[src/verilog/dac_mode_pkg.sv]
// constants for the audio converter mode-control register bank
// assumes a single 25 MHz core clock; port bit clock arrives asynchronously
package dac_mode_pkg;
  localparam int          WORD_BITS      = 16;
  localparam logic [6:0]  IDX_LEFT_ATT   = 7'h10;
  localparam logic [6:0]  IDX_RIGHT_ATT  = 7'h11;
  localparam logic [6:0]  IDX_FORMAT     = 7'h12;
  localparam logic [6:0]  IDX_OUT_FILT   = 7'h13;
  localparam logic [6:0]  IDX_SYS_MODE   = 7'h14;
  localparam logic [6:0]  IDX_ZERO_CTRL  = 7'h15;
  localparam logic [6:0]  IDX_ZERO_STAT  = 7'h16;
  localparam logic [6:0]  IDX_DEVICE_ID  = 7'h17;
  localparam logic [7:0]  RST_LEFT_ATT   = 8'hFF;
  localparam logic [7:0]  RST_RIGHT_ATT  = 8'hFF;
  localparam logic [7:0]  RST_FORMAT     = 8'h50;
  localparam logic [7:0]  RST_OUT_FILT   = 8'h00;
  localparam logic [7:0]  RST_SYS_MODE   = 8'h00;
  localparam logic [7:0]  RST_ZERO_CTRL  = 8'h01;
  localparam logic [7:0]  MASK_SYS_MODE  = 8'h7F;
  localparam logic [7:0]  MASK_ZERO_CTRL = 8'h07;
  // output_filter_control fields
  localparam int          POS_ZERO_MUTE  = 0;
  localparam int          POS_ROLLOFF    = 1;
  localparam int          POS_BYP_STEREO = 2;
  localparam int          POS_PIN_FUNC   = 3;
  localparam int          POS_OUT_OFF    = 4;
  localparam int          POS_ATT_RATE   = 5;
  localparam int          POS_PHASE      = 7;
  // system_mode_control fields
  localparam int          POS_OVERSAMPLE = 0;
  localparam int          POS_CHANNEL    = 2;
  localparam int          POS_MONO       = 3;
  localparam int          POS_BYPASS     = 4;
  localparam int          POS_STREAM     = 5;
  localparam int          POS_SOFT_RST   = 6;
  // format register fields
  localparam int          POS_MUTE       = 0;
  localparam int          POS_DEEMPH_EN  = 1;
  localparam int          POS_DEEMPH_SEL = 2;
  localparam int          POS_FORMAT     = 4;
  localparam int          POS_ATT_LOAD   = 7;
  // zero control fields
  localparam int          POS_PCM_ZERO   = 0;
  localparam int          POS_STRM_ZERO  = 1;
endpackage

[src/verilog/port_link_if.sv]
// carries one decoded control word from the serial shifter to the bank
// assumes both ends sit on core_clk
`timescale 1ns/1ps
`default_nettype none
interface port_link_if;
  logic       wr_stb;    // one-cycle write strobe
  logic       rd_stb;    // one-cycle read request after index
  logic [6:0] index;     // register index
  logic [7:0] wdata;     // write data
  logic [7:0] rdata;     // read data from bank
  modport shifter (output wr_stb, output rd_stb, output index, output wdata, input rdata);
  modport bank    (input wr_stb, input rd_stb, input index, input wdata, output rdata);
endinterface
`default_nettype wire

[src/verilog/audio_dac_mode_register_bank.sv]
// mode-control register bank of a stereo audio converter, reached by serial port
// assumes pins arrive asynchronously; flag inputs come from core_clk logic
// Overview of operation
// - word is op bit, seven-bit index, data
// - read data after bit eight, write after sixteen
// - indices sixteen to twenty-one read or write
// - registers twenty-two, twenty-three ignore writes
// - zero pin function bit, default data input
// - bypass mono or stereo bit, default mono
// - rolloff sharp or slow, PCM with internal filter only
// - infinite zero mute enable, default off
// - soft system reset bit, default normal
// - direct stream mode enable, default off
// - internal filter or bypass, default internal
// - mono select and channel choice bits
// - two-bit oversampling rate, default sixty-four
// - de-emphasis rate means FIR performance in stream
// - PCM zero flag enable, default on
// - stream zero flag control, default off
// - zero flags: right bit one, left bit zero
// - device identifier in five low bits
`timescale 1ns/1ps
`default_nettype none
module audio_dac_mode_register_bank
  import dac_mode_pkg::*;
#(
  parameter logic [4:0] DEVICE_ID = 5'h00  // arbitrary value
)(
  input  wire logic       core_clk,                  // core clock
  input  wire logic       rst,                       // async reset, high
  input  wire logic       port_select_n,             // frame select, low active
  input  wire logic       port_bit_clock,            // serial bit clock
  input  wire logic       port_serial_in,            // serial data in
  output logic            port_serial_out,           // serial data out
  input  wire logic       left_zero_detected,        // left channel zero
  input  wire logic       right_zero_detected,       // right channel zero
  output logic [7:0]      left_atten_level,          // left attenuation
  output logic [7:0]      right_atten_level,         // right attenuation
  output logic            atten_load_enable,         // attenuation load
  output logic [2:0]      audio_format_select,       // input data format
  output logic [1:0]      deemph_rate_select,        // de-emphasis rate, pcm
  output logic [1:0]      fir_performance_select,    // analog FIR perf, stream
  output logic            deemph_enable,             // de-emphasis on
  output logic            soft_mute,                 // soft mute on
  output logic            output_phase_invert,       // phase reversal
  output logic [1:0]      atten_rate_select,         // attenuation speed
  output logic            dac_output_disable,        // analog off
  output logic            zero_pin_function,         // stream pins are flags
  output logic            bypass_mono_stereo_select, // bypass stereo
  output logic            rolloff_select,            // slow rolloff
  output logic            infinite_zero_mute_enable, // mute on zero
  output logic            soft_system_reset,         // system reset request
  output logic            stream_mode_enable,        // direct stream mode
  output logic            filter_bypass_enable,      // external filter
  output logic            mono_enable,               // monaural
  output logic            single_channel_source,     // right for mono
  output logic [1:0]      oversample_rate_select,    // modulator rate, pcm
  output logic [1:0]      fir_rate_select,           // FIR rate, stream
  output logic            pcm_zero_flag_enable,      // pcm zero flag on
  output logic [1:0]      stream_zero_flag_control,  // stream zero flags
  output logic            zero_flag_drive_n,         // low while flag pins drive
  output logic            left_zero_flag_out,        // left flag pin value
  output logic            right_zero_flag_out        // right flag pin value
);
  port_link_if link ();

  serial_port_shifter u_shifter (
    .core_clk        (core_clk),
    .rst             (rst),
    .port_select_n   (port_select_n),
    .port_bit_clock  (port_bit_clock),
    .port_serial_in  (port_serial_in),
    .port_serial_out (port_serial_out),
    .link            (link)
  );

  logic [7:0] reg_q [6];
  logic [7:0] reg_d [6];
  logic [7:0] rdata_q, rdata_d;
  logic [1:0] zf_q, zf_d;

  localparam logic [7:0] RST_VAL  [6] = '{RST_LEFT_ATT, RST_RIGHT_ATT, RST_FORMAT,
                                          RST_OUT_FILT, RST_SYS_MODE, RST_ZERO_CTRL};
  localparam logic [7:0] WR_MASK  [6] = '{8'hFF, 8'hFF, 8'hFF, 8'hFF,
                                          MASK_SYS_MODE, MASK_ZERO_CTRL};

  // index to slot; writable bank starts at sixteen
  function automatic logic [2:0] slot(input logic [6:0] idx);
    slot = 3'(idx - IDX_LEFT_ATT);
  endfunction

  function automatic logic in_bank(input logic [6:0] idx, input logic [6:0] top);
    in_bank = idx >= IDX_LEFT_ATT && idx <= top;
  endfunction

  always_comb begin
    for (int i = 0; i < 6; i++) reg_d[i] = reg_q[i];
    zf_d    = {right_zero_detected, left_zero_detected};
    rdata_d = rdata_q;
    // writes only land in 16..21; 22/23 and unmapped indices are dropped
    if (link.wr_stb && in_bank(link.index, IDX_ZERO_CTRL))
      reg_d[slot(link.index)] = link.wdata & WR_MASK[slot(link.index)];
    if (link.rd_stb) begin
      if (in_bank(link.index, IDX_ZERO_CTRL))
        rdata_d = reg_q[slot(link.index)];
      else if (link.index == IDX_ZERO_STAT)
        rdata_d = {6'h00, zf_q};
      else if (link.index == IDX_DEVICE_ID)
        rdata_d = {3'h0, DEVICE_ID};
      else
        rdata_d = 8'h00;
    end
  end

  always_ff @(posedge core_clk or posedge rst) begin
    if (rst) begin
      for (int i = 0; i < 6; i++) reg_q[i] <= RST_VAL[i];
      rdata_q <= 8'h00;
      zf_q    <= 2'h0;
    end else begin
      for (int i = 0; i < 6; i++) reg_q[i] <= reg_d[i];
      rdata_q <= rdata_d;
      zf_q    <= zf_d;
    end
  end

  // read path is combinational so the index captured this cycle answers at once
  always_comb begin
    link.rdata = rdata_q;
    if (link.rd_stb) link.rdata = rdata_d;
  end

  logic [7:0] format_r, filter_r, sys_r, zc_r;
  assign format_r = reg_q[2];
  assign filter_r = reg_q[3];
  assign sys_r    = reg_q[4];
  assign zc_r     = reg_q[5];

  assign left_atten_level          = reg_q[0];
  assign right_atten_level         = reg_q[1];
  assign atten_load_enable         = format_r[POS_ATT_LOAD];
  assign audio_format_select       = format_r[POS_FORMAT +: 3];
  assign deemph_enable             = format_r[POS_DEEMPH_EN];
  assign soft_mute                 = format_r[POS_MUTE];
  // same field, meaning split by mode
  assign deemph_rate_select        = stream_mode_enable ? 2'h0
                                     : format_r[POS_DEEMPH_SEL +: 2];
  assign fir_performance_select    = stream_mode_enable ? format_r[POS_DEEMPH_SEL +: 2]
                                     : 2'h0;
  assign output_phase_invert       = filter_r[POS_PHASE];
  assign atten_rate_select         = filter_r[POS_ATT_RATE +: 2];
  assign dac_output_disable        = filter_r[POS_OUT_OFF];
  assign zero_pin_function         = filter_r[POS_PIN_FUNC];
  assign bypass_mono_stereo_select = filter_bypass_enable & filter_r[POS_BYP_STEREO];
  assign rolloff_select            = ~stream_mode_enable & ~filter_bypass_enable
                                     & filter_r[POS_ROLLOFF];
  assign infinite_zero_mute_enable = ~stream_mode_enable & filter_r[POS_ZERO_MUTE];
  assign soft_system_reset         = sys_r[POS_SOFT_RST];
  assign stream_mode_enable        = sys_r[POS_STREAM];
  assign filter_bypass_enable      = sys_r[POS_BYPASS];
  assign mono_enable               = sys_r[POS_MONO];
  assign single_channel_source     = sys_r[POS_CHANNEL];
  assign oversample_rate_select    = stream_mode_enable ? 2'h0
                                     : sys_r[POS_OVERSAMPLE +: 2];
  assign fir_rate_select           = stream_mode_enable ? sys_r[POS_OVERSAMPLE +: 2]
                                     : 2'h0;
  assign pcm_zero_flag_enable      = ~stream_mode_enable & zc_r[POS_PCM_ZERO];
  assign stream_zero_flag_control  = stream_mode_enable ? zc_r[POS_STRM_ZERO +: 2]
                                     : 2'h0;

  // flags reach pins only when the pins are switched to outputs
  logic flag_en, flag_drive;
  assign flag_en             = pcm_zero_flag_enable | (stream_zero_flag_control != 2'h0);
  assign flag_drive          = zero_pin_function & flag_en;
  assign zero_flag_drive_n   = ~flag_drive;
  assign left_zero_flag_out  = flag_drive & zf_q[0];
  assign right_zero_flag_out = flag_drive & zf_q[1];
endmodule
`default_nettype wire

[src/verilog/serial_port_shifter.sv]
// four-wire serial control port: samples pins on core_clk and finds bit clock edges
// assumes the port bit clock is at most core_clk/4 with high and low phases
`timescale 1ns/1ps
`default_nettype none
module serial_port_shifter
  import dac_mode_pkg::*;
(
  input  wire logic       core_clk,         // core clock
  input  wire logic       rst,              // async reset, high
  input  wire logic       port_select_n,    // frame select, low active
  input  wire logic       port_bit_clock,   // serial bit clock
  input  wire logic       port_serial_in,   // serial data in
  output logic            port_serial_out,  // serial data out
  port_link_if.shifter    link              // decoded word to bank
);
  logic [1:0] sel_s_q, sel_s_d, clk_s_q, clk_s_d, din_s_q, din_s_d;
  logic       clk_prev_q, clk_prev_d;
  logic [4:0] cnt_q, cnt_d;
  logic [15:0] sh_q, sh_d;
  logic [7:0] out_q, out_d;
  logic       rd_q, rd_d;
  logic       wr_stb_d, rd_stb_d;
  logic       wr_stb_q, rd_stb_q;
  logic       rise, fall, active;

  // bit 0 of each is the first stage and only feeds bit 1
  assign active = ~sel_s_q[1];
  assign rise   = clk_s_q[1] & ~clk_prev_q & active;
  assign fall   = ~clk_s_q[1] & clk_prev_q & active;

  always_comb begin
    sel_s_d    = {sel_s_q[0], port_select_n};
    clk_s_d    = {clk_s_q[0], port_bit_clock};
    din_s_d    = {din_s_q[0], port_serial_in};
    clk_prev_d = clk_s_q[1];
    cnt_d      = cnt_q;
    sh_d       = sh_q;
    out_d      = out_q;
    rd_d       = rd_q;
    wr_stb_d   = 1'b0;
    rd_stb_d   = 1'b0;
    if (!active) begin
      cnt_d = '0;
      out_d = '0;
    end else if (rise && cnt_q < 5'(WORD_BITS)) begin
      sh_d  = {sh_q[14:0], din_s_q[1]};
      cnt_d = cnt_q + 5'd1;
      if (cnt_q == 5'd7) begin
        rd_d     = sh_q[6];
        rd_stb_d = sh_q[6];
      end
      if (cnt_q == 5'(WORD_BITS - 1)) wr_stb_d = ~sh_q[14];
    end else if (fall && rd_q && cnt_q >= 5'd8) begin
      out_d = (cnt_q == 5'd8) ? link.rdata : {out_q[6:0], 1'b0};
    end
  end

  always_ff @(posedge core_clk or posedge rst) begin
    if (rst) begin
      sel_s_q    <= 2'h3;
      clk_s_q    <= 2'h0;
      din_s_q    <= 2'h0;
      clk_prev_q <= 1'b0;
      cnt_q      <= 5'h00;
      sh_q       <= 16'h0000;
      out_q      <= 8'h00;
      rd_q       <= 1'b0;
      wr_stb_q   <= 1'b0;
      rd_stb_q   <= 1'b0;
    end else begin
      sel_s_q    <= sel_s_d;
      clk_s_q    <= clk_s_d;
      din_s_q    <= din_s_d;
      clk_prev_q <= clk_prev_d;
      cnt_q      <= cnt_d;
      sh_q       <= sh_d;
      out_q      <= out_d;
      rd_q       <= rd_d;
      wr_stb_q   <= wr_stb_d;
      rd_stb_q   <= rd_stb_d;
    end
  end

  assign link.wr_stb   = wr_stb_q;
  assign link.rd_stb   = rd_stb_q;
  assign link.index    = rd_stb_q ? sh_q[6:0] : sh_q[14:8];
  assign link.wdata    = sh_q[7:0];
  assign port_serial_out = out_q[7];
endmodule
`default_nettype wire

[config.mk]
export PLATFORM = sky130hd
export DESIGN_NAME = audio_dac_mode_register_bank
export DESIGN_NICKNAME = d
export VERILOG_FILES = /design/src/verilog/dac_mode_pkg.sv /design/src/verilog/port_link_if.sv /design/src/verilog/audio_dac_mode_register_bank.sv /design/src/verilog/serial_port_shifter.sv
export SDC_FILE = /design/constraint.sdc
export NUM_CORES = 1
export LEC_CHECK = 0
export BUFFER_PORTS_ARGS = -buffer_cell sky130_fd_sc_hd__buf_2
export CAP_MARGIN = 5
export CORE_ASPECT_RATIO = 0.7
export CORE_MARGIN = 2
export CORE_UTILIZATION = 45
export CTS_CLUSTER_DIAMETER = 60
export DETAILED_ROUTE_END_ITERATION = 16
export HOLD_SLACK_MARGIN = 0.12
export PLACE_DENSITY = 0.73
export SLEW_MARGIN = 20
export SYNTH_ARGS = -nofsm -noshare
export SYNTH_HDL_FRONTEND = slang
export SYNTH_SLANG_ARGS = --single-unit
[constraint.sdc]
create_clock -name core_clk -period 5.05 [get_ports core_clk]
set_clock_uncertainty 0.15 [all_clocks]
set_input_delay 1.01 -clock core_clk [delete_from_list [all_inputs] [get_ports core_clk]]
set_output_delay 1.01 -clock core_clk [all_outputs]
set_load 0.02 [all_outputs]
==> flow_results.xml, run 1 <==
<?xml version="1.0" encoding="UTF-8"?>
<metrics>
  <group name="yosys">
    <metric name="synth_top_area_cell" unit="">sky130_fd_sc_hd__dfrtp_1</metric>
    <metric name="syn-instance-count" unit="">365</metric>
    <metric name="synth_fp_nets" unit="">375</metric>
    <metric name="netlist-cell-type-count" unit="">54</metric>
    <metric name="avgSynthCellArea" unit="sq um">12.13</metric>
    <metric name="synth-seq-area-share" unit="">0.5483</metric>
    <metric name="synth.ff_latch_count" unit="">96</metric>
    <metric name="ys_top_cells_by_area" unit="">sky130_fd_sc_hd__dfrtp_1, sky130_fd_sc_hd__mux2_2, sky130_fd_sc_hd__dfstp_2, sky130_fd_sc_hd__nand2_1, sky130_fd_sc_hd__mux2i_1</metric>
    <metric name="post-synth-top-count-cell" unit="">sky130_fd_sc_hd__dfrtp_1</metric>
    <metric name="synthArstFlopShare" unit="">1.000</metric>
    <metric name="synth_ff_type" unit="">sky130_fd_sc_hd__dfrtp_1</metric>
    <metric name="synth.top_cells.by_count" unit="">sky130_fd_sc_hd__dfrtp_1, sky130_fd_sc_hd__mux2_2, sky130_fd_sc_hd__nand2_1</metric>
    <metric name="synthesis.area" unit="sq um">4429</metric>
    <metric name="yosys_warnings" unit="">0</metric>
    <metric name="count_of_flip_flops_with_a_built_in_enable_after_synthesis" unit="">0</metric>
    <metric name="post_synth_top_area_share" unit="">0.4237</metric>
  </group>
  <group name="die">
    <metric name="die_footprint" unit="sq um">10670</metric>
    <metric name="die_width" unit="um">122.6</metric>
    <metric name="initial_core_util" unit="">0.4591</metric>
    <metric name="fp.coreArea" unit="sq um">9647</metric>
    <metric name="pin_count" unit="">57</metric>
    <metric name="chipHeight" unit="um">87.01</metric>
    <metric name="row_cnt" unit="">30</metric>
  </group>
  <group name="timing">
    <metric name="timing_hold_violations_final" unit="">0</metric>
    <metric name="setup_repair_after_global_routing_missed_its_margin" unit="">false</metric>
    <metric name="timing.final.crit_share" unit="">0.6021</metric>
    <metric name="max_freq" unit="MHz">328.9</metric>
    <metric name="max_slew_margin" unit="">0.3787</metric>
    <metric name="slew_violations" unit="">0</metric>
    <metric name="setup_total_negative_slack" unit="ns">0</metric>
    <metric name="period_minus_slack" unit="ns">3.041</metric>
    <metric name="timing.hold.ws" unit="ns">0.1995</metric>
    <metric name="worst-slew-pin-transition" unit="ns">0.9277</metric>
    <metric name="report.final.setup_viol" unit="">0</metric>
  </group>
  <group name="pwr">
    <metric name="power-per-cell-area" unit="nW/um^2">341.6</metric>
    <metric name="irDropWorstVdd" unit="mV">0.2168</metric>
    <metric name="power.internal" unit="uW">1307</metric>
    <metric name="share_seq_of_total_power" unit="">0.490</metric>
    <metric name="power.leakage" unit="uW">0.002454</metric>
    <metric name="comb_power_share" unit="">0.092</metric>
    <metric name="power.switching" unit="uW">442.5</metric>
    <metric name="power_switching_share" unit="">0.2529</metric>
    <metric name="power_frac_clock" unit="">0.417</metric>
  </group>
  <group name="detailed_routing">
    <metric name="routed_wirelength" unit="um">10240</metric>
    <metric name="drtIter0Drc" unit="">267</metric>
    <metric name="post_drt_via_cell_ratio" unit="">5.601</metric>
    <metric name="detail_route.wl_per_cell" unit="um">18.73</metric>
    <metric name="vias" unit="">3064</metric>
    <metric name="first_pass_iters" unit="">4</metric>
    <metric name="remaining_drc_errors" unit="">0</metric>
    <metric name="ant_nets" unit="">0</metric>
  </group>
  <group name="cts">
    <metric name="cts.root.buffer_cell" unit="">sky130_fd_sc_hd__clkbuf_16</metric>
    <metric name="cts_num_sinks" unit="">96</metric>
    <metric name="tritoncts.num_buffers" unit="">9</metric>
    <metric name="clk_latency" unit="ns">0.34</metric>
    <metric name="post_cts_hold_buffer_count" unit="">0</metric>
    <metric name="clk_pin_slew_worst_paths" unit="ns">0.07</metric>
    <metric name="cts-htree-levels" unit="">3</metric>
    <metric name="post_cts_buffers" unit="">0</metric>
    <metric name="clock_path_buffers" unit="">2</metric>
    <metric name="cts_tree" unit="">done</metric>
    <metric name="post_cts_resized" unit="">0</metric>
  </group>
  <group name="grt">
    <metric name="globalRoute.totalOverflow" unit="">0</metric>
    <metric name="grt_start_max_net_pins" unit="">59</metric>
    <metric name="grt_first_pass_wirelength" unit="um">16570</metric>
    <metric name="global_routing_usage_summed_across_all_routing_layers" unit="">0.2089</metric>
    <metric name="grt_pass1_vias" unit="">3047</metric>
    <metric name="antenna_found_initial" unit="">0</metric>
  </group>
  <group name="worst_hold_path">
    <metric name="hold_class" unit="">reg2reg</metric>
  </group>
  <group name="flow_run">
    <metric name="drv_cap" unit="">0</metric>
  </group>
  <group name="critical_path">
    <metric name="reg2reg_setup_slack" unit="ns">2.19</metric>
    <metric name="timing.critical_path.arrival" unit="ns">1.88</metric>
    <metric name="worst-setup-path-type" unit="">reg2out</metric>
    <metric name="crit_path_max_fanout" unit="">16</metric>
    <metric name="critPathCaptureType" unit="">output pin</metric>
    <metric name="critical_path.startpoint_type" unit="">flop</metric>
    <metric name="cp_data_required_time" unit="ns">3.89</metric>
  </group>
  <group name="placed_design">
    <metric name="detailed_place_hpwl" unit="um">7105</metric>
    <metric name="gp_routability_congestion" unit="">0.7985</metric>
    <metric name="dpl.cell_count" unit="">531</metric>
    <metric name="buffer_ports.inserted" unit="">56</metric>
  </group>
  <group name="layout">
    <metric name="final_nets" unit="">424</metric>
    <metric name="diodes" unit="">0</metric>
    <metric name="layout-drive-gt1-share" unit="">0.3890</metric>
    <metric name="final.fill_count" unit="">820</metric>
    <metric name="layout.cells.non_filler" unit="">547</metric>
    <metric name="area_growth_syn_to_layout" unit="%">15.65</metric>
    <metric name="finalCoreUtilization" unit="">0.5310</metric>
  </group>
  <group name="run_status">
    <metric name="outcome" unit="">finished clean</metric>
  </group>
</metrics>
==> worst max-delay path: stages, from the launching register on <==
cell and delay (ns):
sky130_fd_sc_hd__dfrtp_1 0.56, sky130_fd_sc_hd__and2_1 0.26, sky130_fd_sc_hd__o31a_1 0.38, sky130_fd_sc_hd__and2_1 0.18, sky130_fd_sc_hd__buf_2 0.15
==> cell usage in the layout, fill, tap and decap left out, types with 8 or more instances in the layout <==
cell                         n
sky130_fd_sc_hd__and3_1     10
sky130_fd_sc_hd__nor2b_1    10
sky130_fd_sc_hd__dfrtp_1    75
sky130_fd_sc_hd__mux2_2     57
sky130_fd_sc_hd__buf_2      56
sky130_fd_sc_hd__a21oi_1     8
sky130_fd_sc_hd__mux2i_1    10
sky130_fd_sc_hd__inv_1      11
sky130_fd_sc_hd__clkbuf_16   9
sky130_fd_sc_hd__o2bb2ai_1  11
sky130_fd_sc_hd__nor2_1     12
sky130_fd_sc_hd__dfstp_2    21
sky130_fd_sc_hd__nand2_1    30
sky130_fd_sc_hd__and2_1     13
==> routing by layer <==
| metal | share of wire | GRT usage | wire [um] |
|---|---|---|---|
| met1 | 0.46 | 0.2869 | 4731 |
| met2 | 0.45 | 0.3136 | 4628 |
| met3 | 0.072 | 0.07330 | 738 |
| met4 | 0.014 | 0.06270 | 145 |
| met5 | 0 | 0 | 0 |
==> registers in the layout, summed over array words and instances, names as in the netlist, 8 cells and up <==
| register | count |
|---|---|
| u_shifter.sh_q | 15 |
| left_atten_level | 8 |
| format_r | 8 |
| zc_r | 8 |
| rdata_q | 8 |
| u_shifter.out_q | 8 |
| filter_r | 8 |
| right_atten_level | 8 |
| sys_r | 8 |
==> cell type report <==
type	instances	area, sq um	share of cell area
Clock buffer	11	242.7	0.04739
Clock inverter	5	81.33	0.01588
Inverter	13	51.30	0.01001
Multi-Input combinational cell	235	1856	0.3622
Sequential cell	96	2429	0.4741
Tap cell	128	160.2	0.03127
Timing Repair Buffer	59	302.8	0.05911
==> cells by family after synthesis <==
| group | share of synthesized area |
|---|---|
| AO/OA/AOI/OAI | 0.09859 |
| buffers and inverters | 0.03418 |
| adder cells (fa/ha/maj) | 0.008475 |
| flip-flops | 0.5483 |
| multiplexers | 0.1675 |
| XOR/XNOR | 0.003956 |
| AND/OR/NAND/NOR | 0.1390 |
==> power groups by stage <==
stage,Clock (uW),Combinational (uW),Sequential [uW]
2_1_floorplan,0,132,835
4_1_cts,746,163,857
3_3_place_gp,0,157,869
5_1_grt,779,178,864
3_5_place_dp,0,161,870
6_report,730,162,858
==> path summary, 6_finish.rpt <==
check,start,end,cells after the start
hold reg to reg,u_shifter.din_s_q[0],u_shifter.din_s_q[1],0
min in group asynchronous,rst,u_shifter.cnt_q[2],2
max in group asynchronous,rst,left_atten_level[3],3
setup / recovery,sys_r[5],right_zero_flag_out,4
hold / removal,u_shifter.din_s_q[0],u_shifter.din_s_q[1],0
setup reg to reg,u_shifter.link.rd_stb,u_shifter.out_q[0],5
==> metrics by stage <==
stage / setup WS [ns] / total power (uW) / area, sq um
final: 2.009 / 1750 / 5122
after global routing: 1.857 / 1820 / 5122
after CTS: 1.993 / 1766 / 5121
after detailed placement: 2.203 / 1031 / 4797
after global placement: 2.322 / 1025 / 4797
after floorplan: 1.419 / 967.4 / 4429
No activity file was read; power rests on OpenSTA's default activity.
==> inputs of run 2 (changes only) <==
Clock period 5.05 ns to 2.92 ns, I/O delays scaled along.
==> run 2 against run 1 <==
Net effect:
- combinational power grew 99%
- sequential power rose by 71%
- final cell count is 1.5% higher
- global-route usage decreased by 0.81 points
- critical path type unchanged
- critical endpoint unchanged
- highest routed layer unchanged
==> flow_results.xml, run 2 (synthesis gave the netlist of run 1 again) <==
<?xml version="1.0" encoding="UTF-8"?>
<metrics>
  <group name="critical_path">
    <metric name="critPathCaptureType" unit="">output pin</metric>
    <metric name="crit_buf_inv" unit="">1</metric>
    <metric name="worst-setup-path-type" unit="">reg2out</metric>
    <metric name="cpMostUsedCell" unit="">sky130_fd_sc_hd__and2_1</metric>
    <metric name="path_cells" unit="">and2_1, o31a_1, and2_1, buf_2</metric>
    <metric name="worst_setup_path_startpoint" unit="">sys_r[5]</metric>
    <metric name="crit_path_max_fanout" unit="">16</metric>
    <metric name="worstReg2RegStart" unit="">u_shifter.link.rd_stb</metric>
    <metric name="critical-path-max-stage-delay" unit="ns">0.55</metric>
    <metric name="worst-path-stages" unit="">4</metric>
    <metric name="timing.critical_path.arrival" unit="ns">1.85</metric>
    <metric name="critical_path.top_delay_family" unit="">flip-flops</metric>
    <metric name="worstReg2RegEnd" unit="">zc_r[2]</metric>
    <metric name="critPathSlowestCell" unit="">sky130_fd_sc_hd__dfrtp_1</metric>
    <metric name="cp_data_required_time" unit="ns">2.19</metric>
    <metric name="reg2reg_setup_slack" unit="ns">0.38</metric>
    <metric name="cp-endpoint" unit="">right_zero_flag_out</metric>
    <metric name="critical_path.startpoint_type" unit="">flop</metric>
    <metric name="worst_r2r_path_depth" unit="">4</metric>
  </group>
  <group name="placed_design">
    <metric name="buffer_ports.inserted" unit="">56</metric>
    <metric name="detailed_place_hpwl" unit="um">7212</metric>
    <metric name="post_dp_cell_area" unit="sq um">4877</metric>
    <metric name="gp_routability_congestion" unit="">0.9050</metric>
  </group>
  <group name="detailed_routing">
    <metric name="drtIter0Drc" unit="">213</metric>
    <metric name="first_pass_iters" unit="">4</metric>
    <metric name="detail_route.wl_per_cell" unit="um">18.06</metric>
    <metric name="ant_nets" unit="">0</metric>
    <metric name="remaining_drc_errors" unit="">0</metric>
    <metric name="post_drt_via_cell_ratio" unit="">5.515</metric>
    <metric name="vias" unit="">3061</metric>
    <metric name="routed_wirelength" unit="um">10020</metric>
  </group>
  <group name="pwr">
    <metric name="irDropWorstVdd" unit="mV">0.4138</metric>
    <metric name="power.leakage" unit="uW">0.002481</metric>
    <metric name="power-per-cell-area" unit="nW/um^2">574.9</metric>
  </group>
  <group name="timing">
    <metric name="timing.final.crit_share" unit="">0.8844</metric>
    <metric name="slew_violations" unit="">0</metric>
    <metric name="max_slew_margin" unit="">0.5740</metric>
    <metric name="timing_hold_violations_final" unit="">0</metric>
    <metric name="worst-slew-pin-transition" unit="ns">0.6341</metric>
    <metric name="report.final.setup_viol" unit="">0</metric>
    <metric name="period_minus_slack" unit="ns">2.582</metric>
    <metric name="max_freq" unit="MHz">387.2</metric>
    <metric name="setup_repair_after_global_routing_missed_its_margin" unit="">false</metric>
    <metric name="setup_total_negative_slack" unit="ns">0</metric>
    <metric name="timing.hold.ws" unit="ns">0.1874</metric>
  </group>
  <group name="grt">
    <metric name="grt_first_pass_wirelength" unit="um">15840</metric>
    <metric name="global_routing_usage_summed_across_all_routing_layers" unit="">0.2008</metric>
    <metric name="grt_start_max_net_pins" unit="">49</metric>
    <metric name="globalRoute.totalOverflow" unit="">0</metric>
    <metric name="grt_pass1_vias" unit="">2964</metric>
    <metric name="antenna_found_initial" unit="">0</metric>
  </group>
  <group name="layout">
    <metric name="final_nets" unit="">432</metric>
    <metric name="diodes" unit="">0</metric>
    <metric name="largest_register_by_flop_count" unit="">u_shifter.sh_q</metric>
    <metric name="mostFrequentLayoutCells" unit="">sky130_fd_sc_hd__dfrtp_1, sky130_fd_sc_hd__mux2_2, sky130_fd_sc_hd__buf_2</metric>
    <metric name="largest_reg_flops" unit="">15</metric>
    <metric name="final_design_area_no_fill" unit="sq um">5196</metric>
    <metric name="finalCoreUtilization" unit="">0.5387</metric>
    <metric name="area_growth_syn_to_layout" unit="%">17.32</metric>
    <metric name="layout_commonest_cell" unit="">sky130_fd_sc_hd__dfrtp_1</metric>
    <metric name="final.fill_count" unit="">809</metric>
    <metric name="layout-drive-gt1-share" unit="">0.3981</metric>
  </group>
  <group name="die">
    <metric name="row_cnt" unit="">30</metric>
    <metric name="die_width" unit="um">122.6</metric>
    <metric name="chipHeight" unit="um">87.01</metric>
    <metric name="pin_count" unit="">57</metric>
    <metric name="die_footprint" unit="sq um">10670</metric>
    <metric name="fp.coreArea" unit="sq um">9647</metric>
    <metric name="initial_core_util" unit="">0.4591</metric>
  </group>
  <group name="cts">
    <metric name="cts.root.buffer_cell" unit="">sky130_fd_sc_hd__clkbuf_16</metric>
    <metric name="cts_tree" unit="">done</metric>
    <metric name="clock_path_buffers" unit="">2</metric>
    <metric name="cts_num_sinks" unit="">96</metric>
    <metric name="cts-htree-levels" unit="">3</metric>
    <metric name="clk_latency" unit="ns">0.34</metric>
    <metric name="tritoncts.num_buffers" unit="">9</metric>
    <metric name="clk_pin_slew_worst_paths" unit="ns">0.06</metric>
  </group>
  <group name="worst_hold_path">
    <metric name="hold_class" unit="">in2reg</metric>
  </group>
  <group name="flow_run">
    <metric name="drv_cap" unit="">0</metric>
  </group>
  <group name="run_status">
    <metric name="outcome" unit="">finished clean</metric>
  </group>
</metrics>
==> run 2: cell types whose count changed in the layout (fill, tap and decap cells not counted), sizes merged <==
| cell | change |
|---|---|
| clkinvlp | +3 |
| dlygate4sd3 | +1 |
| buf | +7 |
| clkbuf | +1 |
| clkinv | -2 |
| bufinv | -1 |
| inv | -1 |
==> run 2: how the worst min path moves through the flow <==
| stage | from | endpoint | slack [ns] | depth (start not counted) |
|---|---|---|---|---|
| 2_1_floorplan | u_shifter.clk_s_q[0] | u_shifter.clk_s_q[1] | 0.18 | 0 |
| 3_3_place_gp | u_shifter.din_s_q[0] | u_shifter.din_s_q[1] | 0.18 | 0 |
| 3_5_place_dp | u_shifter.din_s_q[0] | u_shifter.din_s_q[1] | 0.19 | 0 |
| 4_1_cts | port_select_n | u_shifter.sel_s_q[0] | 0.17 | 1 |
| 5_1_grt | port_select_n | u_shifter.sel_s_q[0] | 0.18 | 1 |
| 6_report | port_select_n | u_shifter.sel_s_q[0] | 0.19 | 1 |
==> run 2: timing repair <==
item / CTS / global route
hold buffers: 1 / 0
resized for setup: 0 / 0
hold endpoints to repair: 8 / 0
setup buffers: 0 / 0
==> run 2: final cells by class <==
| class | instances | area [sq um] | share of cell area |
|---|---|---|---|
| Clock inverter | 4 | 52.55 | 0.01011 |
| Timing Repair Buffer | 67 | 390.4 | 0.07513 |
| Sequential cell | 96 | 2429 | 0.4674 |
| Multi-Input combinational cell | 235 | 1856 | 0.3571 |
| Clock buffer | 12 | 256.5 | 0.04936 |
| Inverter | 13 | 52.55 | 0.01011 |
| Tap cell | 128 | 160.2 | 0.03082 |
==> run 2: metal layers <==
metal / GRT usage / vias to the layer above / routed length (um)
li1: - / 1423 / -
met1: 0.2889 / 1534 / 4855
met2: 0.2924 / 94 / 4412
met3: 0.05694 / 10 / 628
met4: 0.06792 / 0 / 126
met5: 0 / - / 0
==> run 2: stage by stage <==
stage / instances / power [uW] / setup WS [ns]
floorplan: 365 / 1673 / 0.5956
global placement: 538 / 1796 / 0.4432
detailed placement: 538 / 1809 / 0.3896
CTS: 555 / 3012 / 0.3034
global route: 555 / 3105 / 0.1518
finish: 555 / 2987 / 0.3375
==> run 2: report_power, final <==
group | internal, uW | switching [uW]
combinational | 120 | 203
clock | 710 | 489
sequential | 1380 | 81.7
==> inputs of run 3 (changes only) <==
Settings changed: CTS_BUF_LIST from default to sky130_fd_sc_hd__clkbuf_8.
==> run 3 against run 2 <==
Net effect:
- setup slack worse by 0.027 ns
- worst hold slack got worse by 0.025 ns
- sequential cell count is the same
- fmax shrank 1.0%
- register-to-register slack about the same
- via count fell by 0.20%
- critical path type unchanged
- clock-buffer cell count down 1
==> flow_results.xml, run 3 (synthesis gave the netlist of run 1 again) <==
<?xml version="1.0" encoding="UTF-8"?>
<metrics>
  <group name="detailed_routing">
    <metric name="routed_wirelength" unit="um">9879</metric>
    <metric name="drtIter0Drc" unit="">242</metric>
    <metric name="ant_nets" unit="">0</metric>
    <metric name="post_drt_via_cell_ratio" unit="">5.505</metric>
    <metric name="first_pass_iters" unit="">4</metric>
    <metric name="detail_route.wl_per_cell" unit="um">17.80</metric>
    <metric name="remaining_drc_errors" unit="">0</metric>
    <metric name="vias" unit="">3055</metric>
  </group>
  <group name="grt">
    <metric name="grt_first_pass_wirelength" unit="um">15800</metric>
    <metric name="grt_pass1_vias" unit="">2981</metric>
    <metric name="global_routing_usage_summed_across_all_routing_layers" unit="">0.1981</metric>
    <metric name="grt_start_max_net_pins" unit="">49</metric>
    <metric name="grt_util_met1" unit="">0.2874</metric>
    <metric name="global_route.usage.met3" unit="">0.05694</metric>
    <metric name="antenna_found_initial" unit="">0</metric>
    <metric name="globalRouteMet2Util" unit="">0.2869</metric>
    <metric name="top_usage_layer" unit="">met1</metric>
    <metric name="globalRoute.totalOverflow" unit="">0</metric>
  </group>
  <group name="layout">
    <metric name="largest_register_by_flop_count" unit="">u_shifter.sh_q</metric>
    <metric name="layout_commonest_cell" unit="">sky130_fd_sc_hd__dfrtp_1</metric>
    <metric name="largest_reg_flops" unit="">15</metric>
    <metric name="mostFrequentLayoutCells" unit="">sky130_fd_sc_hd__dfrtp_1, sky130_fd_sc_hd__mux2_2, sky130_fd_sc_hd__buf_2</metric>
    <metric name="final.fill_count" unit="">827</metric>
    <metric name="final_nets" unit="">432</metric>
    <metric name="area_growth_syn_to_layout" unit="%">15.03</metric>
    <metric name="layout-drive-gt1-share" unit="">0.3981</metric>
    <metric name="diodes" unit="">0</metric>
  </group>
  <group name="flow_run">
    <metric name="drv_cap" unit="">0</metric>
  </group>
  <group name="timing">
    <metric name="max_freq" unit="MHz">383.2</metric>
    <metric name="timing_hold_violations_final" unit="">0</metric>
    <metric name="period_minus_slack" unit="ns">2.609</metric>
    <metric name="timing.final.crit_share" unit="">0.8936</metric>
    <metric name="worst-slew-pin-transition" unit="ns">0.6595</metric>
    <metric name="report.final.setup_viol" unit="">0</metric>
    <metric name="setup_total_negative_slack" unit="ns">0</metric>
    <metric name="setup_repair_after_global_routing_missed_its_margin" unit="">false</metric>
    <metric name="slew_violations" unit="">0</metric>
    <metric name="max_slew_margin" unit="">0.5570</metric>
    <metric name="postLayoutSetupSlackWorst" unit="ns">0.3107</metric>
  </group>
  <group name="run_status">
    <metric name="outcome" unit="">finished clean</metric>
  </group>
  <group name="critical_path">
    <metric name="cp-endpoint" unit="">right_zero_flag_out</metric>
    <metric name="worst-setup-path-type" unit="">reg2out</metric>
    <metric name="worst_r2r_path_depth" unit="">4</metric>
    <metric name="reg2reg_setup_slack" unit="ns">0.39</metric>
    <metric name="critical_path.startpoint_type" unit="">flop</metric>
    <metric name="cp_data_required_time" unit="ns">2.19</metric>
    <metric name="worst_setup_path_startpoint" unit="">sys_r[5]</metric>
    <metric name="crit_path_max_fanout" unit="">16</metric>
    <metric name="timing.critical_path.arrival" unit="ns">1.88</metric>
    <metric name="worstReg2RegStart" unit="">u_shifter.link.rd_stb</metric>
    <metric name="worstReg2RegEnd" unit="">zc_r[2]</metric>
    <metric name="critPathCaptureType" unit="">output pin</metric>
  </group>
  <group name="die">
    <metric name="die_width" unit="um">122.6</metric>
    <metric name="chipHeight" unit="um">87.01</metric>
    <metric name="die_footprint" unit="sq um">10670</metric>
    <metric name="row_cnt" unit="">30</metric>
    <metric name="initial_core_util" unit="">0.4591</metric>
    <metric name="fp.coreArea" unit="sq um">9647</metric>
    <metric name="pin_count" unit="">57</metric>
  </group>
  <group name="cts">
    <metric name="clock_path_buffers" unit="">2</metric>
    <metric name="tritoncts.num_buffers" unit="">9</metric>
    <metric name="cts.root.buffer_cell" unit="">sky130_fd_sc_hd__clkbuf_8</metric>
    <metric name="post_cts_buffers" unit="">0</metric>
    <metric name="post_cts_hold_buffer_count" unit="">1</metric>
    <metric name="cts-htree-levels" unit="">3</metric>
    <metric name="clk_latency" unit="ns">0.36</metric>
    <metric name="post_cts_resized" unit="">0</metric>
    <metric name="clk_pin_slew_worst_paths" unit="ns">0.08</metric>
    <metric name="cts_tree" unit="">done</metric>
    <metric name="cts_num_sinks" unit="">96</metric>
  </group>
  <group name="pwr">
    <metric name="power.leakage" unit="uW">0.002439</metric>
    <metric name="power-per-cell-area" unit="nW/um^2">523.8</metric>
    <metric name="irDropWorstVdd" unit="mV">0.3046</metric>
  </group>
  <group name="placed_design">
    <metric name="detailed_place_hpwl" unit="um">7212</metric>
    <metric name="worst_setup_slack_after_placement" unit="ns">0.3896</metric>
    <metric name="buffer_ports.inserted" unit="">56</metric>
    <metric name="gp_routability_congestion" unit="">0.9050</metric>
  </group>
  <group name="worst_hold_path">
    <metric name="min_path_cells" unit="">1</metric>
    <metric name="hold_class" unit="">in2reg</metric>
  </group>
</metrics>
==> run 3: changes by cell type in the layout (fill, tap and decap cells not counted) <==
cell,previous run,this run
sky130_fd_sc_hd__inv_1,11,12
sky130_fd_sc_hd__clkbuf_8,2,11
sky130_fd_sc_hd__clkbuf_1,1,0
sky130_fd_sc_hd__clkbuf_16,9,0
==> run 3: layout make-up <==
| cell class | instances | area, sq um | area share |
|---|---|---|---|
| Clock buffer | 11 | 151.4 | 0.02972 |
| Clock inverter | 5 | 56.30 | 0.01105 |
| Inverter | 13 | 52.55 | 0.01031 |
| Multi-Input combinational cell | 235 | 1856 | 0.3642 |
| Sequential cell | 96 | 2429 | 0.4767 |
| Tap cell | 128 | 160.2 | 0.03143 |
| Timing Repair Buffer | 67 | 390.4 | 0.07662 |
==> run 3: where the power goes <==
| part | switching (uW) | internal (uW) | total, uW |
|---|---|---|---|
| Combinational | 201 | 120 | 320 |
| Sequential | 81.0 | 1380 | 1460 |
| Clock | 445 | 439 | 885 |
| Total | 727 | 1940 | 2670 |
==> run 3: metal layers <==
layer  vias up  part of all wire  wire, um
li1       1419                 -         -
met3        11             0.076       746
met5         -                 0         0
met4         0             0.016       163
met1      1523              0.47      4667
met2       102              0.44      4302
==> run 3: worst min path at each step <==
| stage | start | endpoint | slack (ns) |
|---|---|---|---|
| after floorplan | u_shifter.clk_s_q[0] | u_shifter.clk_s_q[1] | 0.18 |
| after global placement | u_shifter.din_s_q[0] | u_shifter.din_s_q[1] | 0.18 |
| after detailed placement | u_shifter.din_s_q[0] | u_shifter.din_s_q[1] | 0.19 |
| after CTS | port_select_n | u_shifter.sel_s_q[0] | 0.15 |
| after global routing | port_select_n | u_shifter.sel_s_q[0] | 0.15 |
| final | port_select_n | u_shifter.sel_s_q[0] | 0.16 |
==> run 3: through the flow <==
stage / power (uW) / util / hold slack (ns) / cells / instance area (sq um)
global placement: 1796 / 0.5056 / 0.1829 / 538 / 4877
floorplan: 1673 / - / 0.1812 / 365 / 4433
detailed placement: 1809 / 0.5056 / 0.1871 / 538 / 4877
finish: 2668 / 0.5281 / 0.1627 / 555 / 5095
global route: 2788 / 0.5281 / 0.1491 / 555 / 5095
CTS: 2691 / 0.5281 / 0.1493 / 555 / 5095
==> run 3: worst max-delay path, cell delays in order (launching register included) <==
cell	delay, ns
sky130_fd_sc_hd__dfrtp_1	0.55
sky130_fd_sc_hd__and2_1	0.26
sky130_fd_sc_hd__o31a_1	0.37
sky130_fd_sc_hd__and2_1	0.18
sky130_fd_sc_hd__buf_2	0.15
